--- src/core/bfpt_pkg.sv ---
// Shared constants and types for breaker-failure pick-up and timing.
// Assumes a single 10 MHz clock and an APB register port.
package bfpt_pkg;

    localparam int ADDR_W = 8;
    localparam int MAG_W = 16;
    localparam int CNT_W = 16;

    // Register byte offsets
    localparam logic [7:0] CTRL_OFS = 8'h00;
    localparam logic [7:0] PH_THR_OFS = 8'h04;
    localparam logic [7:0] RES_THR_OFS = 8'h08;
    localparam logic [7:0] RT_DLY_OFS = 8'h0C;
    localparam logic [7:0] BF_DLY_OFS = 8'h10;
    localparam logic [7:0] STATUS_OFS = 8'h14;
    localparam logic [7:0] EVENT_OFS = 8'h18;
    localparam logic [7:0] EVT_CUR_OFS = 8'h1C;

    // Control field positions
    localparam int CTRL_MODE_LSB = 0;
    localparam int CTRL_RSEL_LSB = 4;
    localparam int CTRL_RTEN_BIT = 6;
    localparam int CTRL_NODE_LSB = 8;
    localparam int CTRL_FEN_BIT = 12;
    localparam int CTRL_FBLK_BIT = 13;

    // Residual source select
    localparam logic [1:0] RSEL_NONE = 2'h0;
    localparam logic [1:0] RSEL_ONE = 2'h1;
    localparam logic [1:0] RSEL_TWO = 2'h2;
    localparam logic [1:0] RSEL_CALC = 2'h3;

    // Node mode codes
    localparam logic [2:0] NODE_ON = 3'h1;
    localparam logic [2:0] NODE_BLOCKED = 3'h2;
    localparam logic [2:0] NODE_TEST = 3'h3;
    localparam logic [2:0] NODE_TEST_BLK = 3'h4;
    localparam logic [2:0] NODE_OFF = 3'h5;

    // Function state codes
    localparam logic [2:0] FSC_NORMAL = 3'h0;
    localparam logic [2:0] FSC_START = 3'h1;
    localparam logic [2:0] FSC_RETRIP = 3'h2;
    localparam logic [2:0] FSC_BF = 3'h3;
    localparam logic [2:0] FSC_BLOCKED = 3'h4;

    // Reset ratio as a fraction of the threshold, in percent
    localparam logic [7:0] RESET_PCT = 8'h61;
    localparam logic [7:0] FULL_PCT = 8'h64;

    // Timing: delays counted in evaluation cycles of EVAL_PERIOD_MS
    localparam int EVAL_PERIOD_MS = 5;
    localparam int RT_DLY_MS = 100;
    localparam int BF_DLY_MS = 200;
    localparam int BLOCK_LEAD_MS = 5;
    localparam int RT_DLY_STEPS = RT_DLY_MS / EVAL_PERIOD_MS;
    localparam int BF_DLY_STEPS = BF_DLY_MS / EVAL_PERIOD_MS;

    // Reset values
    localparam logic [3:0] MODE_RST = 4'h0;
    localparam logic [1:0] RSEL_RST = RSEL_NONE;
    localparam logic RTEN_RST = 1'b1;
    localparam logic [2:0] NODE_RST = NODE_ON;
    localparam logic [15:0] PH_THR_RST = 16'h0014;
    localparam logic [15:0] RES_THR_RST = 16'h04B0;

    typedef struct packed {
        logic [MAG_W-1:0] ph_a;
        logic [MAG_W-1:0] ph_b;
        logic [MAG_W-1:0] ph_c;
        logic [MAG_W-1:0] residual_input_one;
        logic [MAG_W-1:0] residual_input_two;
        logic [MAG_W-1:0] calculated_residual_current;
    } bfpt_meas_type;

    typedef struct packed {
        logic start;
        logic retrip;
        logic breaker_failure_out;
        logic blocked;
    } bfpt_outs_type;

endpackage

--- src/core/bfpt_core.sv ---
// Breaker-failure supervision: pick-up, blocking, retrip and failure timers.
// Assumes measurements, triggers and eval_i come from logic on core_clk_i.
//
// Operation
// [RULE_01] Each evaluation checks all phases and the chosen residual.
// [RULE_02] Pick-up when one, two or all phases exceed the phase threshold.
// [RULE_03] A picked channel releases only below 97 percent of its threshold.
// [RULE_04] One phase threshold serves all three phases.
// [RULE_05] Residual source: 0 none, 1 input one, 2 input two, 3 calculated.
// [RULE_06] Mode code 0..10 combines current, output and signal triggers.
// [RULE_07] Phase threshold in 0.01 nominal steps, default 0.20.
// [RULE_08] Residual threshold in 0.001 nominal steps, default 1.200.
// [RULE_09] Start rises on pick-up only while blocking is inactive.
// [RULE_10] Binary trigger pick-up follows the signal without added delay.
// [RULE_11] Blocking is sampled at the start of each evaluation.
// [RULE_12] Blocked pick-up raises blocked output and starts no timing.
// [RULE_13] Blocking after start drops start and releases as on reset.
// [RULE_14] Blocking activation emits an event with current and fault type.
// [RULE_15] Blocking source asserts at least 5 ms before delay expiry.
// [RULE_16] Forcing switch drives blocking when forcing test mode is enabled.
// [RULE_17] One pick-up condition starts retrip and failure timers together.
// [RULE_18] Failure delay should exceed retrip plus breaker and release times.
// [RULE_19] Retrip enable, default yes; disabled suppresses retrip output.
// [RULE_20] Retrip asserts after start persists for retrip delay, 5 ms steps.
// [RULE_21] Failure output asserts after start persists for failure delay.
// [RULE_22] State code: normal, start, retrip, failure, blocked.
// [RULE_23] Readable node mode code: on, blocked, test, test blocked, off.
// [RULE_24] Four outputs: start, retrip, failure, blocked.
// [RULE_25] Both timers clear once current drops below thresholds.
// [RULE_26] Timers count evaluation cycles and assert when reaching the delay.
`timescale 1ns/1ns
module bfpt_core
    import bfpt_pkg::*;
#(
    parameter logic [CNT_W-1:0] RT_DLY_RST = CNT_W'(RT_DLY_STEPS),
    parameter logic [CNT_W-1:0] BF_DLY_RST = CNT_W'(BF_DLY_STEPS)
) (
    input wire logic core_clk_i,
    input wire logic resetn_i,
    input wire logic psel_i,
    input wire logic penable_i,
    input wire logic pwrite_i,
    input wire logic [ADDR_W-1:0] paddr_i,
    input wire logic [31:0] pwdata_i,
    output logic [31:0] prdata_o,
    output logic pready_o,
    output logic pslverr_o,
    input wire logic eval_i,
    input wire bfpt_meas_type meas_i,
    input wire logic output_trig_i,
    input wire logic signal_trig_i,
    input wire logic block_i,
    output bfpt_outs_type outs_o,
    output logic block_event_o
);

    logic [31:0] ctrl_q;
    logic [15:0] ph_thr_q;
    logic [15:0] res_thr_q;
    logic [CNT_W-1:0] rt_dly_q;
    logic [CNT_W-1:0] bf_dly_q;
    logic [3:0] picked_q;
    logic [3:0] picked_d;
    logic blk_now;
    logic pick_now;
    logic cur_pick;
    logic [CNT_W-1:0] rt_cnt_q;
    logic [CNT_W-1:0] bf_cnt_q;
    logic [CNT_W-1:0] rt_cnt_d;
    logic [CNT_W-1:0] bf_cnt_d;
    logic [3:0] ftype_q;
    logic [7:0] evt_cnt_q;
    logic [15:0] evt_cur_q;
    logic [2:0] fsc;
    logic [2:0] node;
    logic [15:0] res_mag;
    logic node_off;
    logic wr_en;
    logic rd_hit;

    assign node = ctrl_q[CTRL_NODE_LSB +: 3];
    assign node_off = (node == NODE_OFF);

    // Held channels compare against 97 percent, idle ones against the full
    // threshold; widened products keep the hysteresis exact
    function automatic logic over_thr(input logic [15:0] mag,
                                      input logic [15:0] thr,
                                      input logic held);
        logic [23:0] lhs;
        logic [23:0] rhs;
        lhs = 24'(mag) * 24'(FULL_PCT);
        rhs = 24'(thr) * 24'(held ? RESET_PCT : FULL_PCT);
        over_thr = held ? (lhs >= rhs) : (lhs > rhs);
    endfunction

    function automatic logic combine(input logic [3:0] m, input logic c,
                                     input logic o, input logic s);
        case (m)
            4'h0: combine = c;
            4'h1: combine = o;
            4'h2: combine = s;
            4'h3: combine = c & o;
            4'h4: combine = c | o;
            4'h5: combine = c & s;
            4'h6: combine = c | s;
            4'h7: combine = s & o;
            4'h8: combine = s | o;
            4'h9: combine = c | o | s;
            4'hA: combine = c & o & s;
            default: combine = 1'b0;
        endcase
    endfunction

    function automatic logic [15:0] max16(input logic [15:0] a,
                                          input logic [15:0] b);
        max16 = (a > b) ? a : b;
    endfunction

    // Residual source select
    always_comb begin
        case (ctrl_q[CTRL_RSEL_LSB +: 2])
            RSEL_ONE: res_mag = meas_i.residual_input_one; // [RULE_05]
            RSEL_TWO: res_mag = meas_i.residual_input_two;
            RSEL_CALC: res_mag = meas_i.calculated_residual_current;
            default: res_mag = 16'h0000;
        endcase
    end

    // One shared phase threshold, per-channel hysteresis
    always_comb begin
        picked_d[0] = over_thr(meas_i.ph_a, ph_thr_q, picked_q[0]); // [RULE_04]
        picked_d[1] = over_thr(meas_i.ph_b, ph_thr_q, picked_q[1]); // [RULE_03]
        picked_d[2] = over_thr(meas_i.ph_c, ph_thr_q, picked_q[2]); // [RULE_01]
        picked_d[3] = (ctrl_q[CTRL_RSEL_LSB +: 2] != RSEL_NONE) &&
                      over_thr(res_mag, res_thr_q, picked_q[3]);
        if (node_off) begin
            picked_d = 4'h0;
        end
    end

    // Any one, two or all channels over threshold counts as current pick-up
    assign cur_pick = |picked_d; // [RULE_02]
    // Binary triggers go straight in, so they add no delay
    assign pick_now = !node_off && combine(ctrl_q[CTRL_MODE_LSB +: 4],
        cur_pick, output_trig_i, signal_trig_i); // [RULE_10] [RULE_06]
    // Fresh blocking level is used in the same evaluation it is sampled in
    assign blk_now = block_i || node == NODE_BLOCKED ||
        node == NODE_TEST_BLK ||
        (ctrl_q[CTRL_FEN_BIT] && ctrl_q[CTRL_FBLK_BIT]); // [RULE_16]

    always_ff @(posedge core_clk_i) begin
        if (!resetn_i) begin
            picked_q <= 4'h0;
        end else if (eval_i) begin
            picked_q <= picked_d;
        end
    end

    // Counters saturate at their delay; a zero delay operates at once
    always_comb begin
        rt_cnt_d = (rt_cnt_q < rt_dly_q) ? rt_cnt_q + 1'b1 : rt_cnt_q;
        bf_cnt_d = (bf_cnt_q < bf_dly_q) ? bf_cnt_q + 1'b1 : bf_cnt_q;
    end

    // Start, blocked and both timers share one pick-up condition
    always_ff @(posedge core_clk_i) begin
        if (!resetn_i) begin
            outs_o <= '0;
            rt_cnt_q <= '0;
            bf_cnt_q <= '0;
        end else if (eval_i) begin
            if (pick_now && !blk_now) begin // [RULE_11]
                outs_o.start <= 1'b1; // [RULE_09]
                outs_o.blocked <= 1'b0;
                rt_cnt_q <= rt_cnt_d; // [RULE_17] [RULE_26]
                bf_cnt_q <= bf_cnt_d;
                outs_o.retrip <= ctrl_q[CTRL_RTEN_BIT] &&
                                 (rt_cnt_d >= rt_dly_q); // [RULE_20] [RULE_19]
                outs_o.breaker_failure_out <=
                    (bf_cnt_d >= bf_dly_q); // [RULE_21]
            end else begin
                // Blocked or released: drop start, retrip and failure, flag blocked on pick-up, clear timers
                outs_o.start <= 1'b0; // [RULE_13]
                outs_o.retrip <= 1'b0;
                outs_o.breaker_failure_out <= 1'b0;
                outs_o.blocked <= pick_now; // [RULE_12] [RULE_24]
                rt_cnt_q <= '0; // [RULE_25]
                bf_cnt_q <= '0;
            end
        end else if (!ctrl_q[CTRL_RTEN_BIT]) begin
            outs_o.retrip <= 1'b0; // [RULE_19]
        end
    end

    // Blocking event with fault type and the largest phase current at that moment
    always_ff @(posedge core_clk_i) begin
        if (!resetn_i) begin
            block_event_o <= 1'b0;
            ftype_q <= 4'h0;
            evt_cnt_q <= 8'h00;
            evt_cur_q <= 16'h0000;
        end else begin
            block_event_o <= eval_i && pick_now && blk_now &&
                             !outs_o.blocked; // [RULE_14]
            if (eval_i && pick_now && blk_now && !outs_o.blocked) begin
                ftype_q <= picked_d;
                evt_cnt_q <= evt_cnt_q + 8'h01;
                evt_cur_q <= max16(max16(meas_i.ph_a, meas_i.ph_b),
                                   meas_i.ph_c);
            end
        end
    end

    // Failure outranks retrip, which outranks start
    always_comb begin
        if (outs_o.breaker_failure_out) begin
            fsc = FSC_BF; // [RULE_22]
        end else if (outs_o.retrip) begin
            fsc = FSC_RETRIP;
        end else if (outs_o.start) begin
            fsc = FSC_START;
        end else if (outs_o.blocked) begin
            fsc = FSC_BLOCKED;
        end else begin
            fsc = FSC_NORMAL;
        end
    end

    // APB slave: one wait state, writes land on the ready edge
    assign wr_en = psel_i && penable_i && pwrite_i && pready_o;
    assign rd_hit = (paddr_i[7:5] == 3'h0) && (paddr_i[1:0] == 2'h0);

    always_ff @(posedge core_clk_i) begin
        if (!resetn_i) begin
            pready_o <= 1'b0;
            pslverr_o <= 1'b0;
            prdata_o <= 32'h0000_0000;
        end else begin
            pready_o <= psel_i && penable_i && !pready_o;
            pslverr_o <= psel_i && penable_i && !pready_o && !rd_hit;
            prdata_o <= 32'h0000_0000;
            if (psel_i && penable_i && !pready_o && !pwrite_i) begin
                case (paddr_i)
                    CTRL_OFS: prdata_o <= ctrl_q;
                    PH_THR_OFS: prdata_o <= {16'h0000, ph_thr_q};
                    RES_THR_OFS: prdata_o <= {16'h0000, res_thr_q};
                    RT_DLY_OFS: prdata_o <= {16'h0000, rt_dly_q};
                    BF_DLY_OFS: prdata_o <= {16'h0000, bf_dly_q};
                    STATUS_OFS: prdata_o <= {19'h0, |picked_q, outs_o.blocked,
                        outs_o.breaker_failure_out, outs_o.retrip,
                        outs_o.start, 1'b0, node, 1'b0, fsc}; // [RULE_23]
                    EVENT_OFS: prdata_o <= {16'h0000, evt_cnt_q, 4'h0,
                                            ftype_q};
                    EVT_CUR_OFS: prdata_o <= {16'h0000, evt_cur_q};
                    default: prdata_o <= 32'h0000_0000;
                endcase
            end
        end
    end

    // Settings; unused control bits stay zero
    always_ff @(posedge core_clk_i) begin
        if (!resetn_i) begin
            ctrl_q <= 32'(MODE_RST) | (32'(RSEL_RST) << CTRL_RSEL_LSB) |
                      (32'(RTEN_RST) << CTRL_RTEN_BIT) |
                      (32'(NODE_RST) << CTRL_NODE_LSB);
            ph_thr_q <= PH_THR_RST; // [RULE_07]
            res_thr_q <= RES_THR_RST; // [RULE_08]
            rt_dly_q <= RT_DLY_RST;
            bf_dly_q <= BF_DLY_RST;
        end else if (wr_en) begin
            case (paddr_i)
                CTRL_OFS: ctrl_q <= pwdata_i & 32'h0000_377F;
                PH_THR_OFS: ph_thr_q <= pwdata_i[15:0];
                RES_THR_OFS: res_thr_q <= pwdata_i[15:0];
                RT_DLY_OFS: rt_dly_q <= pwdata_i[CNT_W-1:0];
                BF_DLY_OFS: bf_dly_q <= pwdata_i[CNT_W-1:0];
                default: ctrl_q <= ctrl_q;
            endcase
        end
    end
endmodule

--- config.mk ---
export PLATFORM = sky130hd
export DESIGN_NAME = bfpt_core
export DESIGN_NICKNAME = d
export VERILOG_FILES = /design/src/core/bfpt_pkg.sv /design/src/core/bfpt_core.sv
export SDC_FILE = /design/constraint.sdc
export NUM_CORES = 1
export LEC_CHECK = 0
export ABC_AREA = 1
export BUFFER_PORTS_ARGS = -buffer_cell sky130_fd_sc_hd__clkbuf_2
export CELL_PAD_IN_SITES_DETAIL_PLACEMENT = 1
export CELL_PAD_IN_SITES_GLOBAL_PLACEMENT = 1
export CORE_MARGIN = 4
export CORE_UTILIZATION = 35
export DETAILED_ROUTE_END_ITERATION = 6
export PLACE_DENSITY_LB_ADDON = 0.1
export SLEW_MARGIN = 15
export SYNTH_ARGS = -nofsm -noshare
export SYNTH_HDL_FRONTEND = slang
export SYNTH_SLANG_ARGS = --single-unit
--- constraint.sdc ---
create_clock -name core_clk_i -period 10.49 [get_ports core_clk_i]
set_input_delay 0 -clock core_clk_i [delete_from_list [all_inputs] [get_ports core_clk_i]]
set_output_delay 0 -clock core_clk_i [all_outputs]
set_load 0.03 [all_outputs]
* After elaboration in Yosys (flattened, before gate mapping)
Index checks and enable logic that the tools add are counted.
Widths: inputs -> output; s select.
** Storage, ports and cells
- Flip-flop bits (word level) :: 179
- Input port bits :: 145
** Operators by class
- Multiplexer cells :: 25
- Add/sub/neg operators :: 3
- Reduce and logical (&&, ||, !) cells :: 37
- Bitwise operators :: 8
- Multiply operators :: 8
- $lt $le $gt $ge :: 14
- Equal/unequal tests :: 24
** Operators with widths (count)
- $pmux 16 s8 :: 1
- $mux 16 :: 6
- $ge 23x23->1 :: 4
- $gt 23x23->1 :: 4
- $mul 16x7->23 :: 4
- $mul 16x5->21 const B :: 4
- $pmux 16 s3 :: 1
- $add 16x1->16 const B :: 2
- $eq 8x5->1 const B :: 4
- $ge 16x16->1 :: 2
- $gt 16x16->1 :: 2
- $lt 16x16->1 :: 2
- $mux 3 :: 8
- $eq 4x3->1 const B :: 4
- $eq 8x4->1 const B :: 2
- $logic_and 1x1->1 :: 15
- $eq 4x4->1 const B :: 3
- $reduce_and 2->1 :: 6
- $pmux 1 s11 :: 1
- $add 8x1->8 const B :: 1
- $eq 4x2->1 const B :: 2
- $eq 8x3->1 const B :: 1
- $logic_not 8->1 :: 1
- $mux 4 :: 2
- other kinds (16) :: 37

* Logic depth before layout (Yosys ltp)
Gate-level depths: netlist (run 1).
- Word-level depth :: 15
- Gate-level depth with buffers :: 43

* Worst setup path after synthesis (run 1)
No wires, ideal clock.
- Kind :: register to register
- Start :: register ctrl_q[5]
- End :: register ftype_q[0]
- Arrival :: 5.836 ns
- Path slack :: 4.540 ns
- Data required time :: 10.376 ns
- Period minus slack after synthesis :: 5.950 ns
- Stages on the path, launching flop included :: 43
- Path buffers :: 2
- Cell sequence :: dfxtp_1 > inv_1 > nor2_1 > clkbuf_1 > nand2_1 > nand3_1 > ha_1 > ha_1 > inv_1 > fa_1 > inv_1 > ha_1 > a21o_1 > a21oi_1 > o21ai_1 > a21boi_0 > o21ai_1 > a21boi_0 > (+7 left out) > nand2_1 > nor2_2 > nand3_1 > nand2_1 > inv_2 > nand2_1 > nand2_2 > nor2_4 > nand2_1 > nand2_1 > nand2_1 > inv_2 > nand3_2 > nand4_2 > buf_2 > nand2_1 > nand2_1 > nor2_1
** On the way
- Cells in the longest elaborated chain, start to end :: 15
- Elaborated cells on any way between the ends :: 23
- Classes of those cells :: mul (1); order compare (2); eq/ne (3); mux (4); bitwise (6); reduce/logical (7)
** Ends and longest elaborated chain
- from (decl) :: line bfpt_core.sv:57 : logic [31:0] ctrl_q;
- from (signal assigned) :: line bfpt_core.sv:264 : ctrl_q <= 32'(MODE_RST) | (32'(RSEL_RST) << CTRL_RSEL_LSB) |
- from (signal assigned) :: line bfpt_core.sv:273 : CTRL_OFS: ctrl_q <= pwdata_i & 32'h0000_377F;
- from (signal assigned) :: line bfpt_core.sv:278 : default: ctrl_q <= ctrl_q;
- $eq 2x2->1 / $eq 2x1->1 (equally long branches) :: line bfpt_core.sv:121 : case (ctrl_q[CTRL_RSEL_LSB +: 2])
- $pmux 16 s3 :: line bfpt_core.sv:121
- $mul 16x5->21 :: line bfpt_core.sv:91 : lhs = 24'(mag) * 24'(FULL_PCT);
- $gt 23x23->1 / $ge 23x23->1 (equally long branches) :: line bfpt_core.sv:93 : over_thr = held ? (lhs >= rhs) : (lhs > rhs);
- $mux 1 :: line bfpt_core.sv:93
- $logic_and 1x1->1 (*) :: line bfpt_core.sv:134 : picked_d[3] = (ctrl_q[CTRL_RSEL_LSB +: 2] != RSEL_NONE) &&
- $mux 4 (*) :: line bfpt_core.sv:136 : if (node_off) begin
- $reduce_or 4->1 (*) :: line bfpt_core.sv:142 : assign cur_pick = |picked_d;
- $and 1x1->1 / $or 1x1->1 (equally long branches)
- $and 1x1->1 / $or 1x1->1 (equally long branches) :: line bfpt_core.sv:109, bfpt_core.sv:108
- $pmux 1 s11 (*) :: line bfpt_core.sv:98 : case (m)
- $logic_and 1x1->1 (*) :: line bfpt_core.sv:144 : assign pick_now = !node_off && combine(ctrl_q[CTRL_MODE_LSB +: 4],
- $logic_and 1x1->1 (*) (3 in a row) :: line bfpt_core.sv:205 : if (eval_i && pick_now && blk_now && !outs_o.blocked) begin
- to (signal assigned) :: line bfpt_core.sv:206 : ftype_q <= picked_d;
- to (decl) :: line bfpt_core.sv:71 : logic [3:0] ftype_q;
Every way passes the cells marked *; elsewhere a longest branch is shown, timed or not.
A chain may end at the register's enable or synchronous reset.

* Final worst setup path (run 1)
- Start :: register ph_thr_q[0]
- End :: register rt_cnt_q[4]
** On the way
- Cells in the longest elaborated chain, start to end :: 11
- Elaborated cells on any way between the ends :: 24
- Classes of those cells :: mul (3); order compare (6); mux (6); bitwise (6); reduce/logical (3)
** Ends and longest elaborated chain
- from (decl) :: line bfpt_core.sv:58 : logic [15:0] ph_thr_q;
- from (signal assigned) :: line bfpt_core.sv:274 : PH_THR_OFS: ph_thr_q <= pwdata_i[15:0];
- $mul 16x7->23 :: line bfpt_core.sv:92 : rhs = 24'(thr) * 24'(held ? RESET_PCT : FULL_PCT);
- $gt 23x23->1 / $ge 23x23->1 (equally long branches) :: line bfpt_core.sv:93
- $mux 1 :: line bfpt_core.sv:93
- $mux 4 (*) :: line bfpt_core.sv:136
- $reduce_or 4->1 (*) :: line bfpt_core.sv:142
- $and 1x1->1 / $or 1x1->1 (equally long branches)
- $and 1x1->1 / $or 1x1->1 (equally long branches) :: line bfpt_core.sv:109, bfpt_core.sv:108
- $pmux 1 s11 (*) :: line bfpt_core.sv:98
- $logic_and 1x1->1 (*) :: line bfpt_core.sv:144
- $logic_and 1x1->1 (*) :: line bfpt_core.sv:172 : if (pick_now && !blk_now) begin
- $mux 16 (*) :: line bfpt_core.sv:172
- to (signal assigned) :: line bfpt_core.sv:175 : rt_cnt_q <= rt_cnt_d;
- to (decl) :: line bfpt_core.sv:67 : logic [CNT_W-1:0] rt_cnt_q;
Marks and branches as above.

==> results by stage, run 1 <==
Run status:
- The flow ran to the end, and the final reports show no timing, DRC or antenna violations.

Setup path:
- Data arrives at the worst endpoint at 8.04 ns.
- The terminus of the critical flop-to-flop path is rt_cnt_q[4]$_SDFFE_PN0P_.
- The biggest fanout along the worst timing path is 35.
- Data on the critical path is required at its endpoint by 10.85 ns.
- The worst reg2reg path startpoint is ph_thr_q[0]$_SDFFE_PN0P_.
- The setup check on the worst reg-to-reg path leaves a slack of 2.81 ns.
- The critical path's slowest cell is dfxtp_1.
- The critical path in this run is classified as register to register.
- The worst setup path is launched from a register.
- The endpoint type of the worst setup path is a register.
- The cell occurring most often along the worst timing path is nand2_1.
- The highest cell delay on the worst timing path is 0.81 ns.
- For the worst flop-to-flop path, the logic depth is 37.

Power:
- Summing internal, switching and leakage power gives 0.00254 W.
- The static power due to leakage is 15.9 nW.
- For this design the ratio of total power to cell area is 87.0 nW/µm².
- VDD sags by at most 0.115 mV.

Detailed routing:
- The total met2 wirelength after detailed routing is 38200 µm.
- Summing over every cut layer, the via total after detailed routing is 24200.
- Wire segments on met3 add up to 2920 µm in the final route.
- The post-detailed-route DRC marker count is 0.
- The detail route stage leaves a number of antenna-violating nets equal to 0.
- After detailed routing, the total wire length is 85200 µm.
- The highest layer touched by signal routing is met4.
- After the first detailed-routing iteration, the DRC count stood at 1037.
- In the routed layout, each cell is associated on average with a via count of 4.96.
- The final routed wire length divided by cell count is 17.5 µm.
- In the final routing, the length of wire on met1 measures 43200 µm.
- The number of iterations in the first detailed-routing pass is 5.

Clock network:
- The clock tree from TritonCTS is yes.
- The maximum number of buffers from clock root to sink is 2.
- Clock latency on the worst-skew pair, taken at its later pin, is 0.44 ns.
- In this run, CTS created clock tree buffers numbering 17.
- Counting every sink on the clock net gives 163.
- After clock tree synthesis, the clock-pin slew on the worst setup and hold paths is 0.07 ns.
- In this run the clock root is driven by a clkbuf_16.
- The maximum level of the CTS H-tree is 4.
- The buffers inserted during post-CTS setup optimization is 0.

Floorplan:
- The horizontal die dimension is 285 µm.
- The total area inside the core boundary comes to 75800 µm².
- The number of placement rows is 101.
- The die boundary height is 285 µm.
- For this configuration, the core starts out at a cell density of 0.353.
- 184 I/O pins were placed.
- The die covers 81000 µm².

Finish:
- The number of nets in the final layout is 4752.
- The number of inserted filler cells in the final layout is 9643.
- The library cell used most frequently in the layout, excluding fill and tap cells, is inv_1.
- The top cell types in the final layout, fill and taps aside, are 785 x inv_1, 657 x nand2_1, 597 x ha_1.
- The finished cells cover 29200 µm².
- The share of post-route cells with drive strength above 1 is 0.0575.
- The area growth from synthesis to layout is 9.03%.
- The antenna diode count is 0.

Timing:
- The final number of setup-violating endpoints is 0.
- The headroom to the max-slew limit is 0.274.
- The tightest hold path in the finished design has a slack of 0.0195 ns.
- The summed negative setup slack over all endpoints is 0 ns.
- Setup repair after global routing left no endpoint under its margin.
- After layout, the minimum clock period comes to 7.68 ns.
- The clock arrives with 0.00932 ns of skew.
- The number of slew-limit violations in the final report is 0.
- Derived from the worst setup path, the maximum achievable clock frequency is 130 MHz.
- The number of endpoints with negative hold slack in the final report is 0.
- The transition time at the pin with the least slew margin is 1.09 ns.
- The post-layout worst setup margin is 2.81 ns.
- In the finished design, the share of the clock period the worst path needs comes to 0.732.

GRT:
- The number of global-route vias before repair is 24900.
- The global-route wire length before repair is 136000 µm.
- Across every metal layer, demand over resource in global routing totals 0.209.
- Entering global routing, the biggest net connects 72 pins.
- The remaining global-route overflow is 0.
- The number of antenna violations at the first check in global routing is 7.

Logic synthesis:
- Of the total synthesized cell area, the portion taken by XOR and XNOR cells is 0.0556.
- In the synthesized netlist the dominant register cell turns out to be dfxtp_1.
- The fraction of synthesized area in multiplexers is 0.000374.
- The cell count after synthesis is 3751.
- A synthesized cell averages 7.14 µm².
- The share of the synthesized area in compound gates (AO/OA/AOI/OAI) came to 0.148.
- The number of distinct library cell variants in the gate-level netlist after synthesis is 54.
- The simple-gate share of the synthesized area is 0.169.
- The dominant combinational cell family by area after synthesis is adder cells.
- The share of the Yosys chip area taken by registers is 0.122.
- Yosys mapped a number of flops with a built-in enable equal to 0.
- The fraction of registers with async set/reset is 0.
- The synthesized cell area is 26800 µm².
- The count of state elements after synthesis is 163.
- The adder-cell share of the synthesized area is 0.375.
- The Yosys warning count is 0.

Placement:
- In this run the tool buffered the top-level ports with 151 buffer cells.
- The final weighted congestion in routability-driven placement is 0.846.
- The post-detailed-placement cell area is 28500 µm².
- Detailed placement ended at an HPWL of 72100 µm.
- The worst setup slack before clock tree synthesis is 2.81 ns.

Worst hold path:
- The worst hold path startpoint is pwdata_i[13].
- Counting instances, the worst hold path has a depth of 3.
- The tightest min-delay check is of the input pin to register type.
- For hold timing, the worst endpoint is ph_thr_q[13]$_SDFFE_PN0P_.

Job:
- Max-cap violations in this run came to 0.
## worst max path at each step
| stage | startpoint | to | slack (ns) |
|---|---|---|---|
| 2_1_floorplan | ctrl_q[5]$_SDFFE_PN0P_ | ftype_q[0]$_SDFFE_PN0P_ | 4.54 |
| 3_5_place_dp | ph_thr_q[0]$_SDFFE_PN0P_ | rt_cnt_q[4]$_SDFFE_PN0P_ | 2.81 |
| 3_3_place_gp | ph_thr_q[0]$_SDFFE_PN0P_ | rt_cnt_q[2]$_SDFFE_PN0P_ | 2.94 |
| 4_1_cts | ph_thr_q[0]$_SDFFE_PN0P_ | rt_cnt_q[0]$_SDFFE_PN0P_ | 2.77 |
| 6_report | ph_thr_q[0]$_SDFFE_PN0P_ | rt_cnt_q[4]$_SDFFE_PN0P_ | 2.81 |
| 5_1_grt | ph_thr_q[0]$_SDFFE_PN0P_ | rt_cnt_q[7]$_SDFFE_PN0P_ | 2.09 |
## logic make-up (layout without fill, tap and decap cells)
| kind of cell | after synthesis | after routing |
|---|---|---|
| and+or+nand+nor | 1096 | 1096 |
| adders and majority gates | 725 | 725 |
| buffers and inverters | 888 | 1003 |
| muxes | 1 | 1 |
| other | 2 | 31 |
| xor gates and xnor gates | 170 | 170 |
| AOI/OAI and AO/OA | 706 | 706 |
| DFF | 163 | 163 |
## flip-flops by register name (all words and copies together) (netlist names)
name and flops:
bf_cnt_q 16, bf_dly_q 16, block_event_o 1, ctrl_q 12, evt_cnt_q 8, evt_cur_q 16
ftype_q 4, outs_o 4, ph_thr_q 16, picked_q 4, prdata_o 16, pready_o 1
pslverr_o 1, res_thr_q 16, rt_cnt_q 16, rt_dly_q 16
## synth_stat cells (4+ instances only)
library cell    n  area (µm²)
clkbuf_1       54         203
o31ai_1        13        97.6
clkinv_1        5        18.8
nor4_1          4        25.0
o21a_1         21         158
inv_1         785        2950
o21ai_1        14        70.1
nand3b_1        4        30.0
xor2_1        109         955
nand3_1       114         571
nand2_1       657        2470
o221ai_1        7        61.3
o211ai_1       21         158
a31oi_1        12        75.1
o21ai_0       172         861
a21boi_0       12        90.1
nand3_2         5        50.1
buf_6           8        90.1
o22ai_1        25         156
a221oi_1       20         175
nor2b_1         5        31.3
ha_1          597        7470
inv_2           7        26.3
o21bai_1       10        75.1
a211oi_1        5        37.5
xnor2_1        61         534
nor2_1        217         815
fa_1          128        2560
buf_4          18         135
buf_1           8        30.0
nor3_1         43         215
a21o_1         15         113
dfxtp_1       163        3260
nand4_1        24         150
nor2_2          7        43.8
a21oi_1       346        1730
## power by group
part | total (W) | switching (W) | internal, W
Sequential | 0.000641 | 0.00000760 | 0.000634
Clock | 0.000664 | 0.000282 | 0.000382
Combinational | 0.00123 | 0.000774 | 0.000461
Total | 0.00254 | 0.00106 | 0.00148
## metal layers
layer	up-vias	global-route usage
met5	-	0
met3	44	0.0177
met4	0	0.0260
li1	12400	-
met1	11400	0.306
met2	352	0.344
## cell type report
| cell class | instances | area [µm²] | area share |
|---|---|---|---|
| Clock inverter | 12 | 155 | 0.00532 |
| Multi-Input combinational cell | 2729 | 20200 | 0.690 |
| Sequential cell | 163 | 3260 | 0.112 |
| Timing Repair Buffer | 174 | 956 | 0.0328 |
| Inverter | 797 | 2990 | 0.102 |
| Tap cell | 978 | 1220 | 0.0419 |
| Clock buffer | 20 | 447 | 0.0153 |
## what timing repair did
item	CTS	global route
gates resized for setup	0	0
hold endpoints to repair	12	0
hold buffers	11	0
## stage by stage
stage                util  instances
global placement    0.376       4830
CTS                 0.385       4873
detailed placement  0.376       4830
global route        0.385       4873
finish              0.385       4873
floorplan               -       3780
## critical path, delay by kind of cell (launching register included)
kind                       cells  cell delay [ns]
and+or+nand+nor               18             2.48
adders and majority gates      6             2.35
AOI/OAI and AO/OA              8             1.46
DFF                            1             0.81
buffers and inverters          4             0.26
xor gates and xnor gates       1             0.17
No activity file was read; power rests on OpenSTA's default activity.
==> run 2, diff against run 1 <==
--- a/config.mk
+++ b/config.mk
@@ -5,7 +5,7 @@
 export SDC_FILE = /design/constraint.sdc
 export NUM_CORES = 1
 export LEC_CHECK = 0
-export ABC_AREA = 1
+export ABC_AREA = 0
 export BUFFER_PORTS_ARGS = -buffer_cell sky130_fd_sc_hd__clkbuf_2
 export CELL_PAD_IN_SITES_DETAIL_PLACEMENT = 1
 export CELL_PAD_IN_SITES_GLOBAL_PLACEMENT = 1
==> constraint.sdc (replaced) <==
create_clock -name core_clk_i -period 8 [get_ports core_clk_i]
set_input_delay 0 -clock core_clk_i [delete_from_list [all_inputs] [get_ports core_clk_i]]
set_output_delay 0 -clock core_clk_i [all_outputs]
set_load 0.03 [all_outputs]
==> results by stage, run 2 <==
Run status:
- The flow ran to the end, and the final reports show no timing, DRC or antenna violations.

Finish:
- Relative to the synthesized area, the layout overhead comes to 11.1%.
- The library cell used most frequently in the layout, excluding fill and tap cells, is ha_1.
- The end-of-flow core utilization is 0.393.
- In the layout the commonest cells are 597 x ha_1, 532 x inv_1, 296 x nand2_1.
- The share of post-route cells with drive strength above 1 is 0.0901.
- The number of inserted filler cells in the final layout is 9000.
- The number of nets in the final layout is 4267.

Floorplan:
- The core area is 74400 µm².
- The floorplan step set the die width to 282 µm.
- The initial utilization of the core area, before any placement, comes to 0.353.
- The total I/O pin count is 184.
- The die covers 79600 µm².
- Measured along the y axis, the die boundary spans 282 µm.
- Row generation in the floorplan step produced 100 rows.

Setup path:
- The critical path is of the register to register type.
- STA classifies the critical path startpoint as a register.
- On the worst path, the slowest cell contributes a delay of 0.57 ns.
- The slowest stage of the critical path belongs to the cell o41ai_4.
- The combined buffer and inverter count along the critical path is 7.
- The required time at the endpoint of the critical path is 8.32 ns.
- The family with the most delay on the worst path is compound AO/OA/AOI/OAI gates.
- The arrival time at the worst endpoint is 7.98 ns.
- STA classifies the critical path endpoint as a register.
- In this run the worst path has a maximum fanout of 12.

Timing:
- The transition time at the pin with the least slew margin is 1.24 ns.
- The number of endpoints with negative hold slack in the final report is 0.
- The final number of setup-violating endpoints is 0.
- The largest clock skew in the final design is 0.0138 ns.
- Setup repair after global routing left no endpoint under its margin.
- Measured against its own limit, the worst slew margin works out to 0.170.
- The clock period minus worst slack is 7.67 ns.
- Summed over all failing endpoints, the final setup total negative slack is 0 ns.
- The portion of the clock cycle consumed by the worst path in the final layout is 0.959.
- The worst hold-check slack is 0.0824 ns.
- The number of slew-limit violations in the final report is 0.
- Based on the critical path, the design can be clocked at up to 130 MHz.

GRT:
- The number of global-route vias before repair is 24900.
- After global routing the overflow that remains totals 0.
- In the global route stage, overall resource usage came out at 0.217.
- The first global-routing pass estimated 136000 µm of wire.
- The number of antenna violations at the first check in global routing is 0.
- Entering global routing, the biggest net connects 72 pins.

Clock network:
- The clock tree from TritonCTS is yes.
- The TritonCTS sink count is 163.
- The clock-pin slew of the registers on the worst-case setup and hold paths is 0.07 ns.
- The clock root buffer is clkbuf_16.
- The maximum level of the CTS H-tree is 4.
- The later pin in the worst-skew pair is clocked with a latency of 0.46 ns.
- The maximum number of buffers from clock root to sink is 2.
- The number of clock buffers added by TritonCTS is 17.

Logic synthesis:
- After synthesis the cells add up to 26300 µm².
- The number of distinct library cell variants in the gate-level netlist after synthesis is 78.
- The area share of the leading cell type in the synthesized netlist is 0.284.
- Sorting the synthesized cells by area gives the leading types as ha_1 28%, dfxtp_1 12%, fa_1 9.7%.
- The count of state elements after synthesis is 163.
- Of all cell types, the one taking the most synthesized area is ha_1.
- The share of the yosys chip area belonging to registers is 0.124.
- The leading cell type by number of instances after synthesis is ha_1.
- The number of synthesized flops with an enable pin is 0.
- Synthesis handed over a netlist of 3225 instances.
- The fraction of registers with async set/reset is 0.
- The mean area per synthesized cell is 8.16 µm².
- The Yosys warning count is 0.
- By count the netlist is led by 597 x ha_1, 533 x inv_1, 296 x nand2_1.
- For this run, the leading register cell type out of synthesis is dfxtp_1.

Placement:
- The half-perimeter wire length after detailed placement is 73400 µm.
- The final weighted congestion in routability-driven placement is 0.879.
- During placement, the flow inserted port buffers numbering 151.

Power:
- Across the VDD grid, the largest voltage drop is 0.113 mV.
- The static power due to leakage is 15.0 nW.
- Dividing total power by cell area gives a power density of 114 nW/µm².

Detailed routing:
- The final wirelength is 87200 µm.
- The first TritonRoute pass finished after 5 iterations.
- The total via count in the routed design is 23400.
- The first-iteration detailed-routing DRC count is 1078.
- In the routed design, unresolved DRC markers number 0.
- In this run the remaining antenna-violating nets after routing total 0.
- In the final routed layout, each cell accounts on average for 19.9 µm.
- Using the TritonRoute via totals, the vias-per-cell ratio works out to 5.35.

Worst hold path:
- In this run the worst hold path is classified as input pin to register.

Job:
- Across the run, the number of max-cap violations was 0.
[run 2: tightest hold or removal path, cell delays in order]
cell and delay (ns):
clkbuf_2 0.16, mux2_2 0.19, mux2i_1 0.07, nor2_1 0.08
[run 2: cells by family (layout without fill, tap and decap cells)]
logic type               Yosys count  count (layout)  synth area share
AO/OA/AOI/OAI                    626             626             0.159
XOR/XNOR                         155             155            0.0516
adder cells (fa/ha/maj)          725             725             0.381
buffers and inverters            629             784            0.0932
flip-flops                       163             163             0.124
multiplexers                      92              92            0.0372
other                              2              33          0.000285
AND/OR/NAND/NOR                  833             833             0.153
[run 2: final cells by class]
type	count	area, µm²	share of cell area
Antenna cell	2	5.00	0.000171
Multi-Input combinational cell	2462	20800	0.711
Tap cell	969	1210	0.0415
Timing Repair Buffer	219	1360	0.0466
Inverter	534	2000	0.0686
Clock inverter	14	170	0.00582
Sequential cell	163	3270	0.112
Clock buffer	17	425	0.0146
[run 2: path summary, 6_finish.rpt]
| path | startpoint | depth (start not counted) | endpoint | slack (ns) |
|---|---|---|---|---|
| max | ph_thr_q[1]$_SDFFE_PN0P_ | 30 | evt_cur_q[0]$_SDFFE_PN0P_ | 0.33 |
| min | meas_i[49] | 4 | evt_cur_q[1]$_SDFFE_PN0P_ | 0.08 |
| max reg2reg | ph_thr_q[1]$_SDFFE_PN0P_ | 30 | evt_cur_q[0]$_SDFFE_PN0P_ | 0.33 |
| min reg2reg | evt_cnt_q[7]$_SDFFE_PN0P_ | 2 | evt_cnt_q[7]$_SDFFE_PN0P_ | 0.48 |
[run 2: power breakdown]
part	internal, W	switching (W)
Clock	0.000469	0.000399
Sequential	0.000833	0.0000392
Combinational	0.000678	0.000905
Total	0.00198	0.00134
[run 2: per-layer routing]
layer	wire (µm)	vias to the layer above	global-route usage	share of wire
met1	38600	11600	0.276	0.44
met5	0	-	0	0
met2	43400	336	0.393	0.50
met4	2520	0	0.0617	0.029
met3	2730	86	0.0201	0.031
li1	-	11400	-	-
[run 2: what timing repair did]
action                                 4_1_cts  5_1_grt
setup endpoints to repair                   45       62
buffers inserted                             0        5
gates resized for setup                      1       14
endpoints found under the hold margin       69        0
gates cloned                                 0        1
hold buffers                                21        0
pin swaps                                    0        4
[run 2: through the flow]
stage / instance area [µm²] / worst slack (ns) / power (W) / instances
finish: 29200 / 0.331 / 0.00332 / 4380
global route: 29200 / 0.000432 / 0.00360 / 4378
CTS: 29100 / 0.0493 / 0.00335 / 4372
detailed placement: 28300 / -0.104 / 0.00246 / 4320
global placement: 28300 / 0.0244 / 0.00239 / 4320
floorplan: 26400 / 0.869 / 0.00201 / 3254
==> run 3, diff against run 2 <==
--- a/config.mk
+++ b/config.mk
@@ -13,6 +13,7 @@
 export CORE_UTILIZATION = 35
 export DETAILED_ROUTE_END_ITERATION = 6
 export PLACE_DENSITY_LB_ADDON = 0.1
+export RECOVER_POWER = 25
 export SLEW_MARGIN = 15
 export SYNTH_ARGS = -nofsm -noshare
 export SYNTH_HDL_FRONTEND = slang
==> results by stage, run 3 (synthesis results as in run 2) <==
Run status:
- The flow ran to the end, and the final reports show no timing, DRC or antenna violations.

Worst hold path:
- The type of the worst min-delay path is input pin to register.

Detailed routing:
- The post-detailed-route DRC marker count is 0.
- The detail route stage leaves a number of antenna-violating nets equal to 0.
- The final routed wire length divided by cell count is 19.9 µm.
- After detailed routing, the number of vias per cell comes to 5.35.
- The routed layout has 23400 vias.
- After the first detailed-routing iteration, the DRC count stood at 1107.
- The final layout contains routed wiring with a total length of 87200 µm.
- The first detailed-routing pass ran for 6 iterations.

Setup path:
- The required time at the endpoint of the critical path is 8.32 ns.
- The source of the critical timing path is ph_thr_q[1]$_SDFFE_PN0P_.
- The worst setup path is launched from a register.
- The worst register-to-register path begins at ph_thr_q[1]$_SDFFE_PN0P_.
- The cell count of the worst reg-to-reg path is 30.
- The highest cell delay on the worst timing path is 0.57 ns.
- The endpoint of the most critical setup path is evt_cur_q[0]$_SDFFE_PN0P_.
- The startpoint-to-endpoint class of the critical path is register to register.
- The endpoint type of the worst setup path is a register.
- Among all stages on the critical path, the largest delay is contributed by o41ai_4.
- The arrival time at the worst endpoint is 7.98 ns.
- In this run the worst path has a maximum fanout of 12.
- Across all register-to-register paths, the minimum setup slack is 0.34 ns.
- The terminus of the critical flop-to-flop path is evt_cur_q[0]$_SDFFE_PN0P_.

Clock network:
- The TritonCTS sink count is 163.
- The clock root buffer is clkbuf_16.
- The maximum number of buffers from clock root to sink is 2.
- After clock tree synthesis, the clock-pin slew on the worst setup and hold paths is 0.07 ns.
- Clock latency on the worst-skew pair, taken at its later pin, is 0.46 ns.
- The maximum level of the CTS H-tree is 4.
- The TritonCTS buffer count is 17.
- TritonCTS built the clock tree.

Finish:
- After filler insertion, the fill cell instance count of the layout stands at 9015.
- The net count of the finished layout is 4267.
- The final cell area excluding filler cells is 29200 µm².
- The post-route non-filler standard cell count is 4380.
- Of the cells placed in the final design, the portion with a size suffix greater than 1 is 0.0818.
- Leaving out fill and tap cells, the most frequent cells in the layout are 597 x ha_1, 532 x inv_1, 296 x nand2_1.
- The area added between synthesis and finish is 10.9%.
- Leaving out fill and tap cells, the most frequent cell in the layout is ha_1.

Timing:
- For the final database, setup skew stands at 0.0130 ns.
- Setup repair after global routing left no endpoint under its margin.
- The timing-limited maximum frequency is 131 MHz.
- Setup violations remaining at the end of the flow were counted as 0.
- The number of slew-limit violations in the final report is 0.
- At the pin with the least slew margin, the transition time is 1.23 ns.
- The headroom to the max-slew limit is 0.177.
- The number of endpoints with negative hold slack in the final report is 0.
- Across all setup checks in the final design, the least slack found is 0.340 ns.
- Dividing the final minimum period by the clock period gives 0.957.
- The routed design could run at a clock period as short as 7.66 ns.

Floorplan:
- The die boundary height is 282 µm.
- The total I/O pin count is 184.
- The number of placement rows is 100.
- The horizontal die dimension is 282 µm.
- The area of the die is 79600 µm².
- In this run the standard cell core region covers 74400 µm².
- The starting utilization of the core area is 0.353.

GRT:
- The number of antenna violations at the first check in global routing is 0.
- The global-route wire length before repair is 136000 µm.
- Across every metal layer, demand over resource in global routing totals 0.217.
- The number of global-route vias before repair came to 24900.
- The remaining global-route overflow is 0.
- Entering global routing, the biggest net connects 72 pins.

Placement:
- The final weighted congestion in routability-driven placement is 0.879.
- The post-detailed-placement cell area is 28300 µm².
- The half-perimeter wire length after detailed placement is 73400 µm.
- Input and output buffers added on the ports amount to 151.
- The worst setup slack before clock tree synthesis is -0.104 ns.
- Including well taps, the total number of placed cells is 4320.

Job:
- Across the run, the number of max-cap violations was 0.

Power:
- The peak supply drop is 0.113 mV.
- For this design the ratio of total power to cell area is 114 nW/µm².
- The overall power is 0.00332 W.
- The static power due to leakage is 14.9 nW.
run 3: cell types whose count changed in the layout (fill, tap and decap cells not counted):
cell	delta
buf_4	-3
clkbuf_1	+27
nor4_2	-1
nor4_1	+1
clkbuf_2	-24
run 3: area by class of cell:
class	instances	area (µm²)	share of cell area
Sequential cell	163	3270	0.112
Clock inverter	14	170	0.00583
Antenna cell	2	5.00	0.000172
Tap cell	969	1210	0.0415
Timing Repair Buffer	219	1320	0.0452
Inverter	534	2000	0.0687
Clock buffer	17	425	0.0146
Multi-Input combinational cell	2462	20800	0.712
run 3: worst min path at each step:
| stage | startpoint | to | slack, ns | depth (start not counted) |
|---|---|---|---|---|
| floorplan | pwdata_i[2] | ph_thr_q[2]$_SDFFE_PN1P_ | 0.12 | 2 |
| global placement | paddr_i[0] | pslverr_o$_SDFF_PN0_ | 0.32 | 3 |
| detailed placement | paddr_i[0] | pslverr_o$_SDFF_PN0_ | 0.33 | 3 |
| CTS | meas_i[51] | evt_cur_q[3]$_SDFFE_PN0P_ | 0.07 | 4 |
| global route | meas_i[51] | evt_cur_q[3]$_SDFFE_PN0P_ | 0.11 | 4 |
| finish | meas_i[51] | evt_cur_q[3]$_SDFFE_PN0P_ | 0.08 | 4 |
run 3: metrics by stage:
| step | util | hold WS (ns) | TNS, ns |
|---|---|---|---|
| 6_report | 0.392 | 0.0812 | 0 |
| 5_1_grt | 0.392 | 0.115 | 0 |
| 4_1_cts | 0.391 | 0.0714 | 0 |
| 3_5_place_dp | 0.380 | 0.328 | -2.07 |
| 3_3_place_gp | 0.380 | 0.316 | 0 |
| 2_1_floorplan | - | 0.124 | 0 |
run 3: where the power goes:
group          total, W  switching [W]  internal, W
logic           0.00158       0.000903     0.000677
registers      0.000872      0.0000393     0.000833
clock network  0.000868       0.000399     0.000469
run 3: worst max-delay path: cells and delay by family, from the launching register on:
kind / cells / cell delay (ns)
AND/OR/NAND/NOR: 4 / 0.71
flip-flops: 1 / 0.54
buffers and inverters: 7 / 0.86
multiplexers: 1 / 0.15
adder cells (fa/ha/maj): 6 / 2.20
AO/OA/AOI/OAI: 11 / 2.82
XOR/XNOR: 1 / 0.24
run 3: timing repair:
| action | 4_1_cts | 5_1_grt |
|---|---|---|
| endpoints found under the setup margin | 45 | 62 |
| endpoints found under the hold margin | 69 | 0 |
| hold buffers | 21 | 0 |
| gates resized for setup | 1 | 14 |
| buffers inserted | 0 | 5 |
| pin swaps | 0 | 4 |
| gates cloned | 0 | 1 |
run 3: per-layer routing:
metal | vias to the layer above | wire length, µm | global-route usage
li1 | 11400 | - | -
met1 | 11600 | 38500 | 0.276
met2 | 347 | 43400 | 0.393
met3 | 82 | 2840 | 0.0201
met4 | 0 | 2480 | 0.0617
met5 | - | 0 | 0
